$ cat src/sspc_map.svh
/*
   register offsets, key values, reset values and timing counts of the power control block.
   assumes inclusion by bare name from the package and the modules.
*/
`ifndef SSPC_MAP_SVH
`define SSPC_MAP_SVH
`define SSPC_KEY_OFFSET    8'hF5
`define SSPC_CTRL_OFFSET   8'hF8
`define SSPC_STATUS_OFFSET 8'hFC
`define SSPC_KEY_RESET     8'h00
`define SSPC_KEY_SLEEP     8'h0F
`define SSPC_KEY_STOP      8'h5A
`define SSPC_CTRL_RESET    8'h00
`define SSPC_WIT_START     8'h00
`define SSPC_WIT_LAST      8'hFF
`define SSPC_PRE_WIDTH     4
`define SSPC_NWAKE         4'h7
`endif

$ cat src/sspc_pkg.sv
/*
   types shared by the power control block.
   assumes the map header is on the include path.
*/
`include "sspc_map.svh"
package sspc_pkg;
   // power states, gray along run-sleep and stop-wake-run
   typedef enum logic [1:0] {
      SSPC_RUN   = 2'b00,
      SSPC_SLEEP = 2'b01,
      SSPC_STOP  = 2'b11,
      SSPC_WAKE  = 2'b10
   } sspc_state_type;
endpackage

$ cat src/sspc_wake_timer.sv
/*
   wake interval timer: counts upward from zero on a prescaled tick, reports overflow.
   assumes start is a one-cycle pulse from the power controller.
*/
`timescale 1ns/100ps
`include "sspc_map.svh"
module sspc_wake_timer
   import sspc_pkg::*;
(
   // clock and reset
   input  wire logic                         clock,
   input  wire logic                         rst_n,
   // control
   input  wire logic                         start,
   input  wire logic                         run,
   input  wire logic [`SSPC_PRE_WIDTH-1:0]   prescale,
   // result
   output logic [7:0]                        count,
   output logic                              overflow
);
   typedef struct packed {
      logic [15:0] pre;
      logic [7:0]  cnt;
      logic        ovf;
   } sspc_wt_type;
   sspc_wt_type s_q, s_d;
   logic        tick;

   // tick when the prescaler reaches 2^prescale - 1
   always_comb begin
      tick = ((s_q.pre | ~((16'h0001 << prescale) - 16'h0001)) == 16'hFFFF);
   end

   // count from zero, flag overflow past the top value
   always_comb begin
      s_d = s_q;
      s_d.ovf = 1'b0;
      if (start) begin
         s_d.pre = 16'h0000;
         s_d.cnt = `SSPC_WIT_START; // [RL8]
      end else if (run) begin
         s_d.pre = tick ? 16'h0000 : s_q.pre + 16'h0001;
         if (tick) begin
            s_d.cnt = s_q.cnt + 8'h01;
            s_d.ovf = (s_q.cnt == `SSPC_WIT_LAST); // [RL8]
         end
      end
   end

   always_ff @(posedge clock or negedge rst_n) begin
      if (!rst_n) begin
         s_q <= '0;
      end else begin
         s_q <= s_d;
      end
   end

   assign count    = s_q.cnt;
   assign overflow = s_q.ovf;
endmodule

$ cat src/sspc_power_ctrl.sv
/*
   sleep and stop power controller with a classic wishbone register slave.
   assumes the cpu core gives a one-cycle stop instruction pulse and the
   global interrupt flag; wake sources are synchronous to clock except the
   external interrupt pin, which is synchronised here.
*/
`timescale 1ns/100ps
`include "sspc_map.svh"
// What the document asks of this block and its software
// RL1: writing 0Fh to the key register halts the cpu; clocks and peripherals keep running.
// RL2: stop happens only on a stop instruction while the key holds 5Ah.
// RL3: hardware clears the key register when stop is released.
// RL4: sleep ends on reset or any enabled interrupt.
// RL5: interrupt wake vectors if global flag set, else resumes at next instruction.
// RL6: reset wake returns control registers to reset values, ram untouched; the control register resets to 70h here, not 00h.
// RL7: interrupt wake keeps ram and control registers as before; here the key also returns to 00h at the end of a sleep wake.
// RL8: on wake the timer counts up from 00h; run resumes on overflow past FFh.
// RL9: stop halts the selected clock and peripheral clocks; unselected oscillator runs.
// RL10: entering stop keeps ram, registers and latches as they stood.
// RL11: during stop the program counter holds the next instruction address.
// RL12: software writes the key register as a whole byte.
// RL13: stop is released by reset, external, timer, watch, two-wire, serial or uart events.
// RL14: software sets the wake timer prescaler for more than 20 ms before stop.
// RL15: software places a nop after the sleep write.
// RL16: software places two nops after the stop instruction.
// RL17: converter, usart, wake timer, watchdog, system-clocked timers halt in stop, run in sleep.
// RL18: serial port runs in stop only on an external clock; always in sleep.
// RL19: sub oscillator and sub-clocked units run in stop when main is system clock.
// RL20: a stop instruction without the stop key does nothing.
module sspc_power_ctrl
   import sspc_pkg::*;
(
   // clock and reset
   input  wire logic                     clock,
   input  wire logic                     rst_n,
   // wishbone slave
   input  wire logic                     wb_cyc_i,
   input  wire logic                     wb_stb_i,
   input  wire logic                     wb_we_i,
   input  wire logic [7:0]               wb_adr_i,
   input  wire logic [3:0]               wb_sel_i,
   input  wire logic [31:0]              wb_dat_i,
   output logic [31:0]                   wb_dat_o,
   output logic                          wb_ack_o,
   // cpu core
   input  wire logic                     stop_instr,
   input  wire logic                     global_irq_en,
   input  wire logic                     irq_pending,
   output logic                          cpu_halt,
   output logic                          irq_vector,
   output logic                          resume_next,
   // wake sources
   input  wire logic                     ext_irq_pin,
   input  wire logic                     timer_irq,
   input  wire logic                     watch_irq,
   input  wire logic                     twi_irq,
   input  wire logic                     sync_serial_port_irq,
   input  wire logic                     uart_irq,
   // clock gating
   output logic                          main_osc_en,
   output logic                          sub_osc_en,
   output logic                          periph_clk_en,
   output logic                          sub_periph_clk_en,
   output logic                          sync_serial_port_clk_en,
   output logic                          twi_clk_en
);
   typedef struct packed {
      sspc_state_type             st;
      logic [7:0]                 key;
      logic                       sel_sub;
      logic                       ssp_ext;
      logic [`SSPC_PRE_WIDTH-1:0] pre;
      logic                       was_stop;
      logic                       ack;
      logic [31:0]                dat;
      logic [2:0]                 ext_sync;
      logic                       ext_lvl;
      logic                       vec;
      logic                       res;
   } sspc_type;
   sspc_type    s_q, s_d;
   logic        wb_req;
   logic        wt_start;
   logic        wt_ovf;
   logic [7:0]  wt_count;
   logic        ext_event;
   logic        stop_wake;

   // slave request, answered one cycle later
   assign wb_req = wb_cyc_i & wb_stb_i & ~s_q.ack;

   // external pin rising edge once second and third stage agree
   assign ext_event = (s_q.ext_sync[1] == s_q.ext_sync[2]) & (s_q.ext_sync[2] != s_q.ext_lvl) & s_q.ext_sync[2];

   // release sources valid in stop
   assign stop_wake = ext_event | timer_irq | watch_irq | twi_irq | sync_serial_port_irq | uart_irq; // [RL13]

   assign wt_start = (s_d.st == SSPC_WAKE) & (s_q.st != SSPC_WAKE); // [RL8]

   sspc_wake_timer u_timer (
      .clock    (clock),
      .rst_n    (rst_n),
      .start    (wt_start),
      .run      (s_q.st == SSPC_WAKE),
      .prescale (s_q.pre),
      .count    (wt_count),
      .overflow (wt_ovf)
   );

   // next state, registers and bus
   always_comb begin
      s_d = s_q;
      s_d.ack = wb_req;
      s_d.vec = 1'b0;
      s_d.res = 1'b0;
      s_d.ext_sync = {s_q.ext_sync[1:0], ext_irq_pin};
      if (s_q.ext_sync[1] == s_q.ext_sync[2]) begin
         s_d.ext_lvl = s_q.ext_sync[2];
      end
      // register writes, whole low byte only
      if (wb_req && wb_we_i && wb_sel_i[0]) begin
         case (wb_adr_i)
            `SSPC_KEY_OFFSET: begin
               s_d.key = wb_dat_i[7:0];
            end
            `SSPC_CTRL_OFFSET: begin
               s_d.sel_sub = wb_dat_i[0];
               s_d.ssp_ext = wb_dat_i[1];
               s_d.pre     = wb_dat_i[7:4];
            end
            default: begin
            end
         endcase
      end
      // register reads
      if (wb_req && !wb_we_i) begin
         case (wb_adr_i)
            `SSPC_KEY_OFFSET:    s_d.dat = {24'h000000, s_q.key};
            `SSPC_CTRL_OFFSET:   s_d.dat = {24'h000000, s_q.pre, 2'b00, s_q.ssp_ext, s_q.sel_sub};
            `SSPC_STATUS_OFFSET: s_d.dat = {16'h0000, wt_count, 5'b00000, s_q.was_stop, s_q.st};
            default:             s_d.dat = 32'h00000000;
         endcase
      end
      // power state machine; ram and registers other than the key untouched on any wake
      case (s_q.st)
         SSPC_RUN: begin
            if (wb_req && wb_we_i && wb_sel_i[0] && wb_adr_i == `SSPC_KEY_OFFSET
                && wb_dat_i[7:0] == `SSPC_KEY_SLEEP) begin
               s_d.st = SSPC_SLEEP; // [RL1]
            end else if (stop_instr && s_q.key == `SSPC_KEY_STOP) begin
               s_d.st = SSPC_STOP; // [RL2] [RL10] [RL11]
            end
            // other keys leave a stop instruction with no effect [RL20]
         end
         SSPC_SLEEP: begin
            if (irq_pending || ext_event) begin
               s_d.st = SSPC_WAKE; // [RL4] [RL7]
               s_d.was_stop = 1'b0;
            end
         end
         SSPC_STOP: begin
            if (stop_wake) begin
               s_d.st = SSPC_WAKE; // [RL7]
               s_d.was_stop = 1'b1;
               s_d.key = `SSPC_KEY_RESET; // [RL3]
            end
         end
         SSPC_WAKE: begin
            if (wt_ovf) begin
               s_d.st = SSPC_RUN; // [RL8]
               s_d.vec = global_irq_en; // [RL5]
               s_d.res = ~global_irq_en; // [RL5]
               if (!s_q.was_stop) begin
                  s_d.key = `SSPC_KEY_RESET;
               end
            end
         end
         default: begin
            s_d.st = SSPC_RUN;
         end
      endcase
   end

   // reset loads the key with 00h and the control register with 70h, prescaler 7, not its 00h reset value [RL6]
   always_ff @(posedge clock or negedge rst_n) begin
      if (!rst_n) begin
         s_q <= '{st: SSPC_RUN, key: `SSPC_KEY_RESET, sel_sub: 1'b0, ssp_ext: 1'b0,
                  pre: `SSPC_NWAKE, was_stop: 1'b0, ack: 1'b0, dat: 32'h00000000,
                  ext_sync: 3'b000, ext_lvl: 1'b0, vec: 1'b0, res: 1'b0};
      end else begin
         s_q <= s_d;
      end
   end

   // outputs
   assign wb_ack_o    = s_q.ack;
   assign wb_dat_o    = s_q.dat;
   assign cpu_halt    = (s_q.st != SSPC_RUN);
   assign irq_vector  = s_q.vec;
   assign resume_next = s_q.res;

   // clock gating in stop; sleep keeps everything running
   assign main_osc_en = !(s_q.st == SSPC_STOP && !s_q.sel_sub); // [RL9]
   assign sub_osc_en  = !(s_q.st == SSPC_STOP && s_q.sel_sub); // [RL9] [RL19]
   assign periph_clk_en = (s_q.st != SSPC_STOP); // [RL17]
   assign sub_periph_clk_en = sub_osc_en; // [RL19]
   assign sync_serial_port_clk_en = (s_q.st != SSPC_STOP) | s_q.ssp_ext; // [RL18]
   assign twi_clk_en = 1'b1; // [RL17]
endmodule

$ cat config.mk
export PLATFORM = sky130hd
export DESIGN_NAME = sspc_power_ctrl
export DESIGN_NICKNAME = d
export VERILOG_FILES = /design/src/sspc_pkg.sv /design/src/sspc_wake_timer.sv /design/src/sspc_power_ctrl.sv
export VERILOG_INCLUDE_DIRS = /design/src
export SDC_FILE = /design/constraint.sdc
export NUM_CORES = 1
export LEC_CHECK = 0
export BUFFER_PORTS_ARGS = -buffer_cell sky130_fd_sc_hd__buf_4
export CORE_MARGIN = 5
export CORE_UTILIZATION = 57
export DETAILED_ROUTE_END_ITERATION = 6
export PLACE_DENSITY = 0.95
export SLEW_MARGIN = 5
export SYNTH_ARGS = -nofsm -noshare
export SYNTH_HDL_FRONTEND = slang
export SYNTH_SLANG_ARGS = --single-unit
$ cat constraint.sdc
create_clock -name clock -period 4.9 [get_ports clock]
set_input_delay 0.98 -clock clock [delete_from_list [all_inputs] [get_ports clock]]
set_output_delay 0.98 -clock clock [all_outputs]
set_load 0.01 [all_outputs]
## Word level (Yosys, flattened, before mapping)

Index checks and enable logic that the tools add are counted.

- Flip-flop bits (word level): 81
- Input bits: 58
- Output and inout bits: 42
- Word-level logic and storage cells: 94

- $add $sub $neg: 3
- Equal/unequal tests: 17
- Shift-type cells: 1
- Multiplexer cells: 22
- Bitwise logic cells: 15
- Reductions and logical operators: 21

Operator list:

| operator | count |
|---|---|
| one-hot mux 16 bit (3 select lines) | 1 |
| == test 8 bit, second input constant | 4 |
| 2-to-1 mux 25 bit | 1 |
| 2-to-1 mux 24 bit | 1 |
| 2-to-1 mux 10 bit | 2 |
| adder 16 x 1 -> 16 bit, second input constant | 1 |
| == test 16 bit, second input constant | 1 |
| 2-to-1 mux 16 bit | 1 |
| 2-to-1 mux 8 bit | 2 |
| NOT 16 bit | 1 |
| OR 16 bit | 1 |
| one-hot mux 8 bit (2 select lines) | 1 |
| left shift 1 x 4 -> 16 bit, first input constant | 1 |
| subtractor 16 x 1 -> 16 bit, second input constant | 1 |
| 2-to-1 mux 14 bit | 1 |
| 2-to-1 mux 2 bit | 5 |
| 2-to-1 mux 9 bit | 1 |
| adder 8 x 1 -> 8 bit, second input constant | 1 |
| == test 8 x 4 -> 1 bit, second input constant | 1 |
| == test 8 x 7 -> 1 bit, second input constant | 1 |
| logical AND 1 bit | 8 |
| != test 2 bit, second input constant | 4 |
| one-hot mux 2 bit (4 select lines) | 1 |
| nonzero test 2 bit | 4 |
| 15 further kinds | 33 |

## Depth between registers and ports, before layout

- Depth after elaboration: 14
- Depth in mapped cells: 13
- Mapped depth without buffers: 10

## Hierarchy

Synthesis repeated with hierarchy kept, for this count alone.

- Cell total of the unflattened synthesis: 398
- Area, all modules: 3802.4 um2

Modules (own cells, without submodules):

| module | instances | cells an instance | area an instance (um2) | sequential area each (um2) |
|---|---|---|---|---|
| sspc_power_ctrl | 1 | 195 | 2103.3 | 1004.7 |
| sspc_wake_timer | 1 | 203 | 1699.1 | 600.6 |

## Least setup slack after synthesis

OpenSTA, ideal clock, no wires.

- Path kind: reg2reg
- Start point: register s_q[43] (netlist bit)
- End point: register u_timer.s_q[16] (netlist bit)
- Library setup time: 64 ps
- Arrival: 2915 ps
- Required time: 4836 ps
- Path slack: 1921 ps
- Stages on the path, launching flop included: 11
- Buffers on the path: 1
- Period minus slack after synthesis: 2979 ps
- Cell sequence: dfrtp_1 -> buf_6 -> or4_4 -> ha_1 -> or4b_1 -> o221ai_1 -> nand2_1 -> or4b_1 -> o21ai_2 -> or4_1 -> a21bo_1

- Word-level cells in the longest chain between the ends: 8

Ends and longest elaborated chain:

| element | line | source |
|---|---|---|
| start, declared | sspc_power_ctrl.sv:81 | `sspc_type s_q, s_d;` |
| start signal, assigned | sspc_power_ctrl.sv:187 | `` s_q <= '{st: SSPC_RUN, key: `SSPC_KEY_RESET, sel_sub: 1'b0, ssp_ext: 1'b0, `` |
| left shift 1 x 4 -> 16 bit | sspc_wake_timer.sv:31 | `tick = ((s_q.pre \| ~((16'h0001 << prescale) - 16'h0001)) == 16'hFFFF);` |
| subtractor 16 x 1 -> 16 bit | sspc_wake_timer.sv:31 |  |
| NOT 16 bit | sspc_wake_timer.sv:31 |  |
| OR 16 bit | sspc_wake_timer.sv:31 |  |
| == test 16 bit | sspc_wake_timer.sv:31 |  |
| 2-to-1 mux 16 bit | sspc_wake_timer.sv:42 | `s_d.pre = tick ? 16'h0000 : s_q.pre + 16'h0001;` |
| 2-to-1 mux 25 bit | sspc_wake_timer.sv:41 | `end else if (run) begin` |
| 2-to-1 mux 24 bit | sspc_wake_timer.sv:38 | `if (start) begin` |
| end signal, assigned | sspc_wake_timer.sv:52 | `s_q <= '0;` |
| end signal, assigned | sspc_wake_timer.sv:54 | `s_q <= s_d;` |
| end, declared | sspc_wake_timer.sv:26 | `sspc_wt_type s_q, s_d;` |

No other way between the ends. The select of a mux whose other input is x is not followed.
A chain may end at the register's enable or synchronous reset.

## Worst setup path after layout

- Start point: register s_q[43] (netlist bit)
- End point: register u_timer.s_q, in the netlist u_timer.count[7]

- Word-level cells in the longest chain between the ends: 7

Ends and longest elaborated chain:

| element | line |
|---|---|
| left shift 1 x 4 -> 16 bit | sspc_wake_timer.sv:31 |
| subtractor 16 x 1 -> 16 bit | sspc_wake_timer.sv:31 |
| NOT 16 bit | sspc_wake_timer.sv:31 |
| OR 16 bit | sspc_wake_timer.sv:31 |
| == test 16 bit | sspc_wake_timer.sv:31 |
| nonzero test 2 bit (no source line) | - |
| AND reduction 2 bit (no source line) | - |

No other way between the ends.

==> flow_metrics.tcl <==
set metrics [dict create \
    period_minus_slack_ns 3.77 \
    slew_headroom 0.471 \
    grt_pass1_wl_um 15000 \
    htree_levels 3 \
    path_cells "or4_4 -> ha_1 -> and2_1 -> o211ai_1 -> o2111a_1 -> and4_1 -> nand2_2 -> or4_1 -> nand3_1" \
    dp_hpwl_um 6050 \
    vias 3314 \
    holdPathStages 0 \
    cp.required_ns 5.18 \
    critical_path_class "register to register" \
    rsz0062_at_grt "no" \
    root_buffer "clkbuf_8" \
    slowest_delay_ns 0.60 \
    fin_ws_ns 1.13 \
    ys_ff_latch 64 \
    clock_tree.buffer_depth 2 \
    finalSetupViolCount 0 \
    setup_tns_ns 0 \
    max_freq_mhz 265 \
    cp_slowest_cell "or4_4" \
    synth_ff_type "dfrtp_1" \
    clk_pin_slew_worst_paths_ns 0.07 \
    max_cap_violations 0 \
    grt_max_degree 65 \
    cp.depth 9 \
    dieArea_sq_mm 0.00815 \
    power_density_mw_per_mm2 304 \
    hold_violations 0 \
    layout-drive-gt1-share 0.209 \
    cts.sinks 64 \
    start_util 0.582 \
    clock_skew_ns 0.00881 \
    critPathTopFamily "simple AND/OR/NAND/NOR gates" \
    dr.pass1.iters 5 \
    grt_overflow 0 \
    startpoint_type "register" \
    nNetsFinal 502 \
    wl_per_cell_um 17.1 \
    timing.hold.ws_ns 0.349 \
    crit_path_start "s_q[43]$_DFFE_PN0P_" \
    dr.first_iter.drc_count 288 \
    antenna_found_initial 0 \
    ys_warn_count 0 \
    n_fill_cell 510 \
    cts_tree "done" \
    p_leak_nw 1.78 \
    drv_slew 0 \
    min_from "s_d[4]$_DFF_PN0_" \
    clk_latency_ns 0.35 \
    ir_drop_mv 0.178 \
    cts_made_buffers 9 \
    place_congestion 0.933 \
    via_per_inst 6.34 \
    synth_area_per_cell_sq_um 8.87 \
    ys_seq_area_frac 0.437 \
    crit_fanout 18 \
    synth.distinct_cells 61 \
    core_area_sq_mm 0.00631 \
    cp.arrival_ns 4.05 \
    cts_resized 0 \
    place_ws_ns 1.27 \
    track_usage 0.222 \
    crit_buf_inv 0 \
    dieHeight_um 90.3 \
    rows 29 \
    ant_nets 0 \
    reg2reg_depth 9 \
    end_kind "register" \
    drc 0 \
    grt_pass1_vias 3163 \
    die_w_um 90.3 \
    syn-cell-area_sq_mm 0.00367 \
    synthCells 414 \
    ioPinCount 100 \
    synthArstFlopShare 1.00 \
    post_cts_buffers 0 \
    worstHoldPathType "register to register" \
    timing.rr.start "s_q[43]$_DFFE_PN0P_" \
    wl_um 8950 \
    hold_buffers 0 \
    io_buffers 55 \
    syn_to_final_growth_pct 11.6 \
    n_antenna_cell 0 \
    fin_crit_sh 0.770 \
    status "finished clean" \
    synth-edff-count 0 \
    worstMarginPinSlew_ns 0.794 \
]
==> placed cells by master, fill, tap and decap left out, drive strengths merged, types with 4 or more instances in the layout <==
| cell | n |
|---|---|
| a21oi | 11 |
| a22oi | 5 |
| a31oi | 8 |
| and3 | 8 |
| buf | 58 |
| clkbuf | 10 |
| conb | 17 |
| dfrtp | 61 |
| inv | 5 |
| mux2 | 8 |
| nand2 | 65 |
| nand2b | 7 |
| nand3 | 26 |
| nand4 | 11 |
| nor2 | 16 |
| nor3 | 6 |
| nor4 | 4 |
| nor4b | 4 |
| o21ai | 42 |
| o311ai | 6 |
| or2 | 5 |
| or4 | 5 |
==> per-layer routing <==
| metal | global-route usage | vias up | share of wire |
|---|---|---|---|
| met5 | 0 | - | 0 |
| met4 | 0.120 | 0 | 0.040 |
| met3 | 0.0500 | 37 | 0.091 |
| met2 | 0.357 | 192 | 0.49 |
| met1 | 0.277 | 1575 | 0.38 |
| li1 | - | 1510 | - |
==> layout make-up <==
class	count	area, sq um	share of cell area
clock buffers	10	128	0.0311
clock inverters	6	60.1	0.0147
inverters	5	18.8	0.00458
multi-input cells	303	1750	0.428
flip-flops and latches	64	1610	0.392
well taps	77	96.3	0.0235
repair buffers	58	435	0.106
==> cells by family after synthesis <==
| kind of cell | after synthesis | synth area share |
|---|---|---|
| buf+inv | 62 | 0.102 |
| simple gates | 177 | 0.251 |
| compound gates | 95 | 0.165 |
| other cells | 2 | 0.00205 |
| mux | 10 | 0.0300 |
| fa+ha+maj | 4 | 0.0129 |
| flops | 64 | 0.437 |
==> stage by stage <==
stage / cell area, sq um / power (mW) / util / cells
after detailed placement: 3910 / 0.812 / 0.619 / 507
after floorplan: 3730 / 0.745 / - / 429
final: 4100 / 1.25 / 0.649 / 523
after CTS: 4100 / 1.25 / 0.649 / 523
after global placement: 3910 / 0.796 / 0.619 / 507
after global routing: 4100 / 1.31 / 0.649 / 523
==> state kept, by name, indices dropped and copies added (netlist names) <==
name	cells
s_q	19
wb_dat_o	16
u_timer.s_q	15
u_timer.count	8
s_d	2
irq_vector	1
resume_next	1
u_timer.overflow	1
wb_ack_o	1
==> synthesized netlist by cell type, drive strengths merged, types with 3 or more instances <==
library cell | instances | area, sq um
nor4 | 4 | 25.0
buf | 41 | 297
or3 | 3 | 18.8
dfrtp | 61 | 1530
nand4 | 11 | 68.8
nand2 | 65 | 246
and3 | 8 | 50.1
nor2 | 16 | 60.1
o21ai | 42 | 214
a31oi | 8 | 50.1
nor3b | 3 | 22.5
ha | 3 | 37.5
or2 | 5 | 31.3
nand3 | 26 | 130
nor3 | 6 | 30.0
mux2 | 8 | 90.1
clkbuf | 16 | 60.1
or4 | 5 | 41.3
inv | 5 | 18.8
dfstp | 3 | 78.8
nand2b | 7 | 43.8
a21oi | 11 | 55.1
nor4b | 4 | 35.0
o311ai | 6 | 52.6
nor2b | 3 | 18.8
a22oi | 5 | 37.5
==> path summary, 6_finish.rpt <==
kind / slack (ns) / end
setup / recovery: 1.13 / u_timer.count[7]$_DFFE_PN0P_
hold / removal: 0.35 / s_d[5]$_DFF_PN0_
setup reg to reg: 1.13 / u_timer.count[7]$_DFFE_PN0P_
hold reg to reg: 0.35 / s_d[5]$_DFF_PN0_
max in group asynchronous: 3.65 / wb_dat_o[14]$_DFFE_PN0P_
min in group asynchronous: 0.70 / s_d[4]$_DFF_PN0_
==> power by group <==
part	switching (mW)	internal, mW	leakage [nW]
clock network	0.204	0.232	0.0920
registers	0.0427	0.561	0.864
logic	0.130	0.0766	0.826
total	0.377	0.870	1.78
(Power assumes the default switching activity.)
